[config.mk]
export PLATFORM = sky130hd
export DESIGN_NAME = horizontal_pattern_regs
export DESIGN_NICKNAME = d
export VERILOG_FILES = /design/src/hdl/horiz_pattern_pkg.sv /design/src/hdl/horizontal_pattern_regs.sv /design/src/hdl/toggle_pulse_gen.sv
export SDC_FILE = /design/constraint.sdc
export NUM_CORES = 2
export LEC_CHECK = 0
export ABC_CLOCK_PERIOD_IN_PS = 5700
export BUFFER_PORTS_ARGS = -buffer_cell sky130_fd_sc_hd__buf_2
export CORE_MARGIN = 4
export CORE_UTILIZATION = 62
export CTS_CLUSTER_DIAMETER = 100
export CTS_CLUSTER_SIZE = 28
export DETAILED_ROUTE_END_ITERATION = 12
export GPL_ROUTABILITY_DRIVEN = 0
export PLACE_DENSITY = 0.8
export SLEW_MARGIN = 0
export SYNTH_ARGS = -nofsm -noshare
export SYNTH_HDL_FRONTEND = slang
export SYNTH_SLANG_ARGS = --single-unit
[constraint.sdc]
create_clock -name clk_i -period 5.7 [get_ports clk_i]
set_input_delay 0.855 -clock clk_i [delete_from_list [all_inputs] [get_ports clk_i]]
set_output_delay 0.855 -clock clk_i [all_outputs]
set_load 0.05 [all_outputs]
[src/hdl/horiz_pattern_pkg.sv]
`default_nettype none
package horiz_pattern_pkg;
    // address map: the pattern group always sits at this base
    localparam logic [11:0] BASE_ADDR = 12'h800;
    localparam int ADDR_W = 12;
    localparam int DATA_W = 28;
    localparam int POS_W = 13;
    localparam int NUM_REGS = 16;
    localparam int IDX_W = 4;
    localparam int SEL_W = 5;

    // word offsets from the base
    localparam logic [3:0] OFF_ODD_12 = 4'h0;
    localparam logic [3:0] OFF_ODD_34 = 4'h1;
    localparam logic [3:0] OFF_ODD_56 = 4'h2;
    localparam logic [3:0] OFF_EVEN_12 = 4'h3;
    localparam logic [3:0] OFF_EVEN_34 = 4'h4;
    localparam logic [3:0] OFF_EVEN_56 = 4'h5;
    localparam logic [3:0] OFF_AREA_AB = 4'h6;
    localparam logic [3:0] OFF_AREA_C = 4'h7;
    localparam logic [3:0] OFF_MODE = 4'h8;
    localparam logic [3:0] OFF_LENREP = 4'h9;
    localparam logic [3:0] OFF_MIX = 4'ha;
    localparam logic [3:0] OFF_TEST = 4'hb;
    localparam logic [3:0] OFF_CLAMP0 = 4'hc;
    localparam logic [3:0] OFF_CLAMP1 = 4'hd;
    localparam logic [3:0] OFF_PBLK0 = 4'he;
    localparam logic [3:0] OFF_PBLK1 = 4'hf;

    // field positions
    localparam int LO_LSB = 0;
    localparam int HI_LSB = 13;
    localparam int ORDER_W = 3;
    localparam int MODE_LSB = 18;
    localparam int LEN_LSB = 0;
    localparam int REP_LSB = 13;
    localparam int REP_W = 8;
    localparam int MASK1_BIT = 21;
    localparam int MASK2_BIT = 22;
    localparam int NUM_TOGGLES = 6;
    localparam logic [2:0] LAST_ORDER = 3'h5;

    // readable bits per register; reserved and test bits read zero
    localparam logic [27:0] MASK_TWO = 28'h3ffffff;
    localparam logic [27:0] MASK_ONE = 28'h0001fff;
    localparam logic [27:0] MASK_MODE = 28'h00fffff;
    localparam logic [27:0] MASK_LENREP = 28'h07fffff;
    localparam logic [27:0] MASK_NONE = 28'h0000000;

    typedef enum logic [1:0] {
        MODE_NORMAL = 2'b00,
        MODE_MIX = 2'b01,
        MODE_SPECIAL = 2'b10,
        MODE_UNUSED = 2'b11
    } blank_mode_t;

    typedef enum logic [1:0] {
        AREA_NONE = 2'b00,
        AREA_A = 2'b01,
        AREA_B = 2'b10,
        AREA_C = 2'b11
    } repeat_area_t;
endpackage
`default_nettype wire

[src/hdl/horizontal_pattern_regs.sv]
// Summary of operation
// pattern group decoded from base 0x800
// writes staged, applied at sequence change
// six odd-line toggle positions, two per word
// six even-line toggle positions, two per word
// toggle fields double as repeat-area counts
// mode 2 uses repeat-area starts A,B,C
// mode field selects normal, mixing, special
// six order fields sequence blanking patterns
// length and repeat count shape alternation
// clock mask polarities held during blanking
// mixing blanking bounded by start and end
// two black-clamp toggle sets held
// two pixel-blanking toggle sets held
// host writes zero to test bits
// host writes zero to unused bits
// sequence change positions switch active values
// region selector picks which pattern governs
// per-sequence bit picks clamp toggle set
// blanking flips on matches, starts inactive
`timescale 1ns/1ps
`default_nettype none
module horizontal_pattern_regs #(
    parameter logic [4:0] PATTERN_ID = 5'h00
) (
    // clock and reset
    input wire logic clk_i,
    input wire logic sys_rst_i,
    // register write/read port from the serial decoder
    input wire logic reg_we_i,
    input wire logic reg_rd_i,
    input wire logic [horiz_pattern_pkg::ADDR_W-1:0] reg_addr_i,
    input wire logic [horiz_pattern_pkg::DATA_W-1:0] reg_wdata_i,
    output logic [horiz_pattern_pkg::DATA_W-1:0] reg_rdata_o,
    // line timing from the vertical/field logic
    input wire logic line_start_i,
    input wire logic odd_line_i,
    input wire logic [horiz_pattern_pkg::POS_W-1:0] h_count_i,
    input wire logic seq_change_i,
    input wire logic [horiz_pattern_pkg::SEL_W-1:0] region_pattern_select_i,
    input wire logic clamp_set_select_i,
    input wire logic pixblank_set_select_i,
    // timing outputs
    output logic pattern_active_o,
    output logic hblank_o,
    output logic hclk_one_level_o,
    output logic hclk_two_level_o,
    output logic black_clamp_o,
    output logic pixel_blank_o,
    // alternation status
    output logic [2:0] alt_order_o,
    output logic [1:0] repeat_area_o,
    output logic [horiz_pattern_pkg::POS_W-1:0] area_h1_count_o,
    output logic [horiz_pattern_pkg::POS_W-1:0] area_h2_count_o
);
    import horiz_pattern_pkg::*;

    typedef struct packed {
        logic [NUM_REGS-1:0][DATA_W-1:0] stage;
        logic [NUM_REGS-1:0][DATA_W-1:0] active;
        logic [DATA_W-1:0] rdata;
        logic selected;
        logic clamp_sel;
        logic pixel_blanking_pulse_sel;
        logic blank;
        logic mix_run;
        logic [POS_W-1:0] phase;
        logic [REP_W-1:0] rep;
        logic [2:0] alt_idx;
        logic [2:0] alt_order;
        logic [1:0] area;
        logic [POS_W-1:0] h1_count;
        logic [POS_W-1:0] h2_count;
    } pattern_state_t;

    pattern_state_t st_q;
    pattern_state_t st_d;

    // true when the address falls in this pattern's sixteen words
    function automatic logic in_window(input logic [ADDR_W-1:0] a);
        return a[ADDR_W-1:IDX_W] == BASE_ADDR[ADDR_W-1:IDX_W];
    endfunction

    // writable/readable bits; the test word and bit never reach logic
    function automatic logic [DATA_W-1:0] reg_mask(input logic [IDX_W-1:0] idx);
        logic [DATA_W-1:0] m;
        m = MASK_TWO;
        if (idx == OFF_AREA_C) begin
            m = MASK_ONE;
        end else if (idx == OFF_MODE) begin
            m = MASK_MODE;
        end else if (idx == OFF_LENREP) begin
            m = MASK_LENREP;
        end else if (idx == OFF_TEST) begin
            m = MASK_NONE;
        end
        return m;
    endfunction

    // one 13-bit position from the low or high half of a word
    function automatic logic [POS_W-1:0] pos_field(input logic [DATA_W-1:0] w,
                                                   input logic hi);
        return hi ? w[HI_LSB +: POS_W] : w[LO_LSB +: POS_W];
    endfunction

    // toggle field k (0..5) from the odd or even bank
    function automatic logic [POS_W-1:0] toggle_pos(
        input logic [NUM_REGS-1:0][DATA_W-1:0] regs, input logic odd,
        input logic [2:0] k);
        logic [IDX_W-1:0] base;
        base = odd ? OFF_ODD_12 : OFF_EVEN_12;
        return pos_field(regs[base + IDX_W'(k[2:1])], k[0]);
    endfunction

    logic [IDX_W-1:0] wr_idx;
    blank_mode_t mode;
    logic toggle_hit;
    logic [POS_W-1:0] mix_start;
    logic [POS_W-1:0] mix_end;
    logic [POS_W-1:0] blank_len;
    logic [REP_W-1:0] rep_count;
    logic [POS_W-1:0] area_a;
    logic [POS_W-1:0] area_b;
    logic [POS_W-1:0] area_c;
    logic load;

    always_comb begin
        wr_idx = reg_addr_i[IDX_W-1:0];
        mode = blank_mode_t'(st_q.active[OFF_MODE][MODE_LSB +: 2]);
        mix_start = pos_field(st_q.active[OFF_MIX], 1'b0);
        mix_end = pos_field(st_q.active[OFF_MIX], 1'b1);
        blank_len = st_q.active[OFF_LENREP][LEN_LSB +: POS_W];
        rep_count = st_q.active[OFF_LENREP][REP_LSB +: REP_W];
        area_a = pos_field(st_q.active[OFF_AREA_AB], 1'b0);
        area_b = pos_field(st_q.active[OFF_AREA_AB], 1'b1);
        area_c = pos_field(st_q.active[OFF_AREA_C], 1'b0);
        load = seq_change_i && (region_pattern_select_i == PATTERN_ID);
        toggle_hit = 1'b0;
        for (int k = 0; k < NUM_TOGGLES; k++) begin
            if (toggle_pos(st_q.active, odd_line_i, 3'(k)) == h_count_i) begin
                toggle_hit = 1'b1;
            end
        end
    end

    // register file, staging and sequence-change transfer
    always_comb begin
        st_d = st_q;
        if (reg_we_i && in_window(reg_addr_i)) begin
            st_d.stage[wr_idx] = reg_wdata_i & reg_mask(wr_idx);
        end
        if (reg_rd_i) begin
            st_d.rdata = in_window(reg_addr_i) ?
                (st_q.stage[wr_idx] & reg_mask(wr_idx)) : '0;
        end
        // a write in the same cycle as the change waits for the next one
        if (seq_change_i) begin
            st_d.selected = load;
            if (load) begin
                st_d.active = st_q.stage;
                st_d.clamp_sel = clamp_set_select_i;
                st_d.pixel_blanking_pulse_sel = pixblank_set_select_i;
            end
        end

        // blanking generator
        if (line_start_i || !st_q.selected) begin
            st_d.blank = 1'b0;
            st_d.mix_run = 1'b0;
            st_d.alt_idx = '0;
        end else begin
            unique case (mode)
                MODE_NORMAL: begin
                    if (toggle_hit) begin
                        st_d.blank = !st_q.blank;
                    end
                end
                MODE_MIX, MODE_SPECIAL: begin
                    if (h_count_i == mix_start) begin
                        st_d.mix_run = 1'b1;
                        st_d.blank = 1'b1;
                        st_d.phase = '0;
                        st_d.rep = '0;
                        st_d.alt_idx = '0;
                    end else if (h_count_i == mix_end) begin
                        st_d.mix_run = 1'b0;
                        st_d.blank = 1'b0;
                    end else if (st_q.mix_run) begin
                        // blank and gap each last one length; a zero length acts as one
                        if (st_q.phase + 13'h0001 >= blank_len) begin
                            st_d.phase = '0;
                            st_d.blank = !st_q.blank;
                            if (!st_q.blank) begin
                                st_d.alt_idx = (st_q.alt_idx == LAST_ORDER) ?
                                    3'h0 : st_q.alt_idx + 3'h1;
                            end
                            if (st_q.blank) begin
                                st_d.rep = st_q.rep + 8'h01;
                                if (st_q.rep + 8'h01 == rep_count) begin
                                    st_d.mix_run = 1'b0;
                                    st_d.blank = 1'b0;
                                end
                            end
                        end else begin
                            st_d.phase = st_q.phase + 13'h0001;
                        end
                    end
                end
                MODE_UNUSED: begin
                    st_d.blank = 1'b0;
                    st_d.mix_run = 1'b0;
                end
            endcase
        end
        // follow the index being entered, so the order shown matches the blank shown
        st_d.alt_order =
            st_q.active[OFF_MODE][ORDER_W*st_d.alt_idx +: ORDER_W];

        // repeat areas and their per-clock counts in special mixing
        st_d.area = AREA_NONE;
        st_d.h1_count = '0;
        st_d.h2_count = '0;
        if (st_q.selected && mode == MODE_SPECIAL) begin
            if (h_count_i >= area_c) begin
                st_d.area = AREA_C;
            end else if (h_count_i >= area_b) begin
                st_d.area = AREA_B;
            end else if (h_count_i >= area_a) begin
                st_d.area = AREA_A;
            end
            st_d.h1_count = toggle_pos(st_q.active, 1'b1, st_d.alt_idx);
            st_d.h2_count = toggle_pos(st_q.active, 1'b0, st_d.alt_idx);
        end
    end

    always_ff @(posedge clk_i) begin
        if (sys_rst_i) begin
            st_q <= '0;
        end else begin
            st_q <= st_d;
        end
    end

    // clamp and pixel-blanking pulses use the set latched at the change
    toggle_pulse_gen u_clamp (
        .clk_i(clk_i),
        .sys_rst_i(sys_rst_i),
        .enable_i(st_q.selected),
        .line_start_i(line_start_i),
        .h_count_i(h_count_i),
        .toggle_one_i(pos_field(st_q.active[st_q.clamp_sel ? OFF_CLAMP1 : OFF_CLAMP0],
                                1'b0)),
        .toggle_two_i(pos_field(st_q.active[st_q.clamp_sel ? OFF_CLAMP1 : OFF_CLAMP0],
                                1'b1)),
        .pulse_o(black_clamp_o)
    );

    toggle_pulse_gen u_pixel_blanking_pulse (
        .clk_i(clk_i),
        .sys_rst_i(sys_rst_i),
        .enable_i(st_q.selected),
        .line_start_i(line_start_i),
        .h_count_i(h_count_i),
        .toggle_one_i(pos_field(st_q.active[st_q.pixel_blanking_pulse_sel ? OFF_PBLK1 : OFF_PBLK0],
                                1'b0)),
        .toggle_two_i(pos_field(st_q.active[st_q.pixel_blanking_pulse_sel ? OFF_PBLK1 : OFF_PBLK0],
                                1'b1)),
        .pulse_o(pixel_blank_o)
    );

    // outputs straight from flops; clock levels only matter while blanked
    assign reg_rdata_o = st_q.rdata;
    assign pattern_active_o = st_q.selected;
    assign hblank_o = st_q.blank;
    assign hclk_one_level_o = st_q.active[OFF_LENREP][MASK1_BIT];
    assign hclk_two_level_o = st_q.active[OFF_LENREP][MASK2_BIT];
    assign alt_order_o = st_q.alt_order;
    assign repeat_area_o = st_q.area;
    assign area_h1_count_o = st_q.h1_count;
    assign area_h2_count_o = st_q.h2_count;
endmodule
`default_nettype wire

[src/hdl/toggle_pulse_gen.sv]
`timescale 1ns/1ps
`default_nettype none
module toggle_pulse_gen (
    // clock and reset
    input wire logic clk_i,
    input wire logic sys_rst_i,
    // line timing
    input wire logic enable_i,
    input wire logic line_start_i,
    input wire logic [horiz_pattern_pkg::POS_W-1:0] h_count_i,
    // toggle positions
    input wire logic [horiz_pattern_pkg::POS_W-1:0] toggle_one_i,
    input wire logic [horiz_pattern_pkg::POS_W-1:0] toggle_two_i,
    // pulse
    output logic pulse_o
);
    import horiz_pattern_pkg::*;

    typedef struct packed {
        logic level;
    } pulse_state_t;

    pulse_state_t st_q;
    pulse_state_t st_d;
    logic hit;

    // every line starts inactive; equal positions flip only once
    always_comb begin
        st_d = st_q;
        hit = (h_count_i == toggle_one_i) || (h_count_i == toggle_two_i);
        if (line_start_i || !enable_i) begin
            st_d.level = 1'b0;
        end else if (hit) begin
            st_d.level = !st_q.level;
        end
    end

    always_ff @(posedge clk_i) begin
        if (sys_rst_i) begin
            st_q <= '0;
        end else begin
            st_q <= st_d;
        end
    end

    assign pulse_o = st_q.level;
endmodule
`default_nettype wire
==> impl_summary.log <==
INFO  metric die_y = 266 um
INFO  metric p_seq_share = roughly three fifths
INFO  metric ioPinCount = about 130
INFO  metric required = 6230 ps
INFO  metric cell_with_the_most_instances_after_synthesis = sky130_fd_sc_hd__nand2_1
INFO  metric number_of_global_route_vias_before_repair = around 34,000
INFO  metric cpPeakStageDelay = about 670 ps
INFO  metric netlist_instances = between 5,000 and 6,000
INFO  metric leakagePower = about 0.014 uW
INFO  metric ys_top_cells_by_area = sky130_fd_sc_hd__dfxtp_1, sky130_fd_sc_hd__nand2_1, sky130_fd_sc_hd__a21oi_1
INFO  metric cp_cell_sequence = ha_1 -> and3_1 -> and3_1 -> and3_1 -> and3_1 -> nand3_1 -> xnor2_1 -> ha_1 -> nand4_1 -> o31a_1 -> nor4_1 -> a211o_4 -> buf_4 -> buf_4 -> nand2_1 -> nand3_1 -> nand4_1 -> o22ai_1
INFO  metric power.share.combinational = 6.0%
INFO  metric path_class = reg2reg
INFO  metric synth_common_cells = sky130_fd_sc_hd__nand2_1, sky130_fd_sc_hd__a21oi_1, sky130_fd_sc_hd__dfxtp_1
INFO  metric placeable_core_region = about 66,000 um2
INFO  metric synthesis.area_per_instance = between 7 and 8 um2
INFO  metric cts_tree = built
INFO  metric gr-usage-met3 = under 10%
INFO  metric routed_wire_length_per_instance = approximately 24 um
INFO  metric critPathCaptureType = flop
INFO  metric path_delay_family = simple AND/OR/NAND/NOR gates
INFO  metric pwr_density_cell = roughly 240 nW/um2
INFO  metric share_clk_of_total_power = 32.9%
INFO  metric die-area = just over 70,000 um2
INFO  metric max-slew-margin-rel = ~7.8%
INFO  metric final_hold_viol_count = 0
INFO  metric drive_above_1_share = 7.88%
INFO  metric postCtsHoldBufs = 0
INFO  metric post_cts.repair.setup_buffers = 0
INFO  metric grt_max_degree = 236
INFO  metric share_of_flip_flops_with_an_asynchronous_set_or_reset_after_synthesis = 0%
INFO  metric worst_path_most_repeated_cell = sky130_fd_sc_hd__and3_1
INFO  metric max_cap_violations = 0
INFO  metric numPortBuffers = between 100 and 150
INFO  metric globalRoute.totalOverflow = 0
INFO  metric cpMaxStageDelayCell = sky130_fd_sc_hd__buf_4
INFO  metric timing.critical_path.fanout_max = a little over 60
INFO  metric area.growth.synth_to_final = 3.90%
INFO  metric final_setup_violations = 0
INFO  metric report.final.slew_viol_count = 0
INFO  metric ant_nets = 0
INFO  metric timing.final.crit_period = between 5000 and 6000 ps
INFO  metric internal_dissipation = 7650 uW
INFO  metric outcome = completed
INFO  metric vias_cell = about 6.4
INFO  metric routed_wirelength = about 140 mm
INFO  metric drtPass1Iterations = 8
INFO  metric yosysTopAreaCell = sky130_fd_sc_hd__dfxtp_1
INFO  metric start_kind = flop
INFO  metric min-delay-path-class = reg2reg
INFO  metric drc = 0
INFO  metric sw_frac_of_total = between 20% and 30%
INFO  metric floorplan.initialDensity = roughly 63%
INFO  metric use_met2 = approximately 56%
INFO  metric clockRootBuffer = sky130_fd_sc_hd__clkbuf_16
INFO  metric dpl.hpwl = 94.0 mm
INFO  metric layout_worst_path_cycle_share = between 90% and 100%
INFO  metric grt_use_total = between 30% and 40%
INFO  metric critPathArrivalTime = roughly 5800 ps
INFO  metric worst_skew_pair_latency = 630 ps
INFO  metric fmaxAchievable = between 150 and 200 MHz
INFO  metric synthesis.area = roughly 40,000 um2
INFO  metric detailroute.via_count = roughly 37,000
INFO  metric detail_route.iter0.violations = between 6,000 and 7,000
INFO  metric final_nets = ~5,100
INFO  metric global_route.usage.met1 = a little over half
INFO  metric grt_most_used_layer = met2
INFO  metric seq_area_frac_synth = about 43%
INFO  metric path_clk_slew = approximately 110 ps
INFO  metric synth-main-ff-cell = sky130_fd_sc_hd__dfxtp_1
INFO  metric critical_path_buf_inv_count = 2
INFO  metric finClkSkew = a little over 30 ps
INFO  metric power.net_switching = ~2400 uW
INFO  metric clk_path_buf_depth = 3
INFO  metric clock_sinks = around 880
INFO  metric yosysWarnings = 0
INFO  metric synth.lib_cells_used.distinct = between 60 and 70
INFO  metric number_of_enable_flip_flop_cells_after_synthesis = 0
INFO  metric power.total = approximately 10,000 uW
INFO  metric fin_tns_setup = 0 ps
INFO  metric cts_buffers = 37
INFO  metric rsz_0062_raised_after_global_routing = false
INFO  metric critical_path_depth = 18
INFO  metric hold_depth = 2
INFO  metric peakVddDrop = roughly 0.23 mV
INFO  metric antenna_violations_before_repair = 5
INFO  metric worst-r2r-cell-count = 18
INFO  metric h-tree-depth = 2
INFO  metric worst_pin_slew = ~1400 ps
INFO  metric grt_pass1_wl = 211 mm
INFO  metric fp-row-count = 94
INFO  metric die_x = roughly 270 um
INFO  metric yosysTopAreaCellShare = about 43%
INFO  metric ys_ff_latch = between 800 and 900
==> state kept, by name, indices dropped and copies added (netlist names) <==
name,count
hclk_one_level_o,1
area_h2_count_o,13
u_clamp.pulse_o,1
rep_count,8
mix_end,13
area_c,13
hblank_o,1
u_pixel_blanking_pulse.pulse_o,1
area_a,13
st_q,731
blank_len,13
area_h1_count_o,13
alt_order_o,3
reg_rdata_o,26
pattern_active_o,1
area_b,13
mix_start,13
repeat_area_o,2
hclk_two_level_o,1
mode,2
==> final timing paths <==
check | startpoint | endpoint | slack [ps]
setup / recovery | st_q[42] | area_h2_count_o[8] | 440
hold / removal | st_q[521] | st_q[521] | 460
setup reg to reg | st_q[42] | area_h2_count_o[8] | 440
hold reg to reg | st_q[521] | st_q[521] | 460
==> final cells by class <==
cell class | instances | area, um2
Clock buffer | 40 | 980
Fill cell | 5631 | 23000
Sequential cell | 882 | 17700
Inverter | 59 | 224
Multi-Input combinational cell | 3797 | 21400
Tap cell | 864 | 1080
Antenna cell | 6 | 15.0
Clock inverter | 4 | 76.3
Timing Repair Buffer | 204 | 1390
==> through the flow <==
stage	setup WS (ps)	area [um2]	cells	util (%)	hold WS (ps)
floorplan	925	41200	5213	-	424
detailed placement	409	41800	5806	63.4	438
global route	79.1	42800	5852	65.0	452
global placement	547	41800	5806	63.4	436
finish	443	42800	5856	65.0	458
CTS	397	42800	5850	65.0	446
==> logic make-up (layout without fill, tap and decap cells) <==
family                   Yosys count  in the layout  share of synthesized area (%)
flip-flops                       882            882                           42.8
XOR/XNOR                         181            181                           3.85
buffers and inverters            534            307                           5.59
multiplexers                     287            287                           10.3
other                              1              8                        0.00910
AND/OR/NAND/NOR                 2220           2220                           22.1
adder cells (fa/ha/maj)           59             59                           1.79
AO/OA/AOI/OAI                   1048           1048                           13.5
==> per-layer routing <==
layer | vias up | part of all wire, %
met2 | 2502 | 41
met4 | 2 | 7.9
met5 | - | 0.0091
met3 | 535 | 14
li1 | 16861 | -
met1 | 17599 | 37
==> cell usage in the layout, fill, tap and decap left out, types with 8 or more instances in the layout <==
cell	Yosys	final
sky130_fd_sc_hd__nor2_4	0	9
sky130_fd_sc_hd__nor2b_1	16	12
sky130_fd_sc_hd__mux2i_1	177	177
sky130_fd_sc_hd__nor2_1	93	83
sky130_fd_sc_hd__and3_1	19	19
sky130_fd_sc_hd__dfxtp_1	882	880
sky130_fd_sc_hd__clkbuf_16	0	39
sky130_fd_sc_hd__inv_1	57	57
sky130_fd_sc_hd__xnor2_1	96	96
sky130_fd_sc_hd__buf_12	0	12
sky130_fd_sc_hd__nand3_1	95	94
sky130_fd_sc_hd__o22ai_1	20	20
sky130_fd_sc_hd__nand3b_1	16	16
sky130_fd_sc_hd__and2_1	52	53
sky130_fd_sc_hd__nand2b_1	14	13
sky130_fd_sc_hd__nand2_1	1777	1774
sky130_fd_sc_hd__buf_2	43	123
sky130_fd_sc_hd__a22oi_1	14	14
sky130_fd_sc_hd__and2_0	10	8
sky130_fd_sc_hd__ha_1	59	59
sky130_fd_sc_hd__o211ai_1	26	26
sky130_fd_sc_hd__a22o_1	17	17
sky130_fd_sc_hd__nand4_1	60	60
sky130_fd_sc_hd__nor4_1	25	24
sky130_fd_sc_hd__xor2_1	85	85
sky130_fd_sc_hd__a21oi_1	890	890
sky130_fd_sc_hd__buf_4	66	66
sky130_fd_sc_hd__nor3_1	28	24
sky130_fd_sc_hd__mux4_2	110	110
sky130_fd_sc_hd__o21ai_0	39	39
==> worst reg2reg max path: stages, from the launching register on <==
cell                      delay [ps]
sky130_fd_sc_hd__dfxtp_1         430
sky130_fd_sc_hd__ha_1            250
sky130_fd_sc_hd__and3_1          250
sky130_fd_sc_hd__and3_1          260
sky130_fd_sc_hd__and3_1          250
sky130_fd_sc_hd__and3_1          260
sky130_fd_sc_hd__nand3_1         120
sky130_fd_sc_hd__xnor2_1         160
sky130_fd_sc_hd__ha_1            330
sky130_fd_sc_hd__nand4_1         150
sky130_fd_sc_hd__o31a_1          400
sky130_fd_sc_hd__nor4_1          390
sky130_fd_sc_hd__a211o_4         210
sky130_fd_sc_hd__buf_4           490
sky130_fd_sc_hd__buf_4           680
sky130_fd_sc_hd__nand2_1         150
sky130_fd_sc_hd__nand3_1         100
sky130_fd_sc_hd__nand4_1         100
sky130_fd_sc_hd__o22ai_1         170
==> power by group through the flow <==
| stage | clock (uW) | combinational, uW | sequential [uW] |
|---|---|---|---|
| floorplan | 0 | 358 | 6300 |
| global placement | 0 | 576 | 6300 |
| detailed placement | 0 | 577 | 6300 |
| CTS | 3310 | 578 | 6160 |
| global route | 3520 | 617 | 6160 |
| finish | 3320 | 604 | 6160 |
==> what timing repair did <==
item / CTS / global route
endpoints found under the hold margin: 0 / 0
endpoints found under the setup margin: 0 / 11
gates resized for setup: 0 / 1
Power figures use the tool's default switching activity.
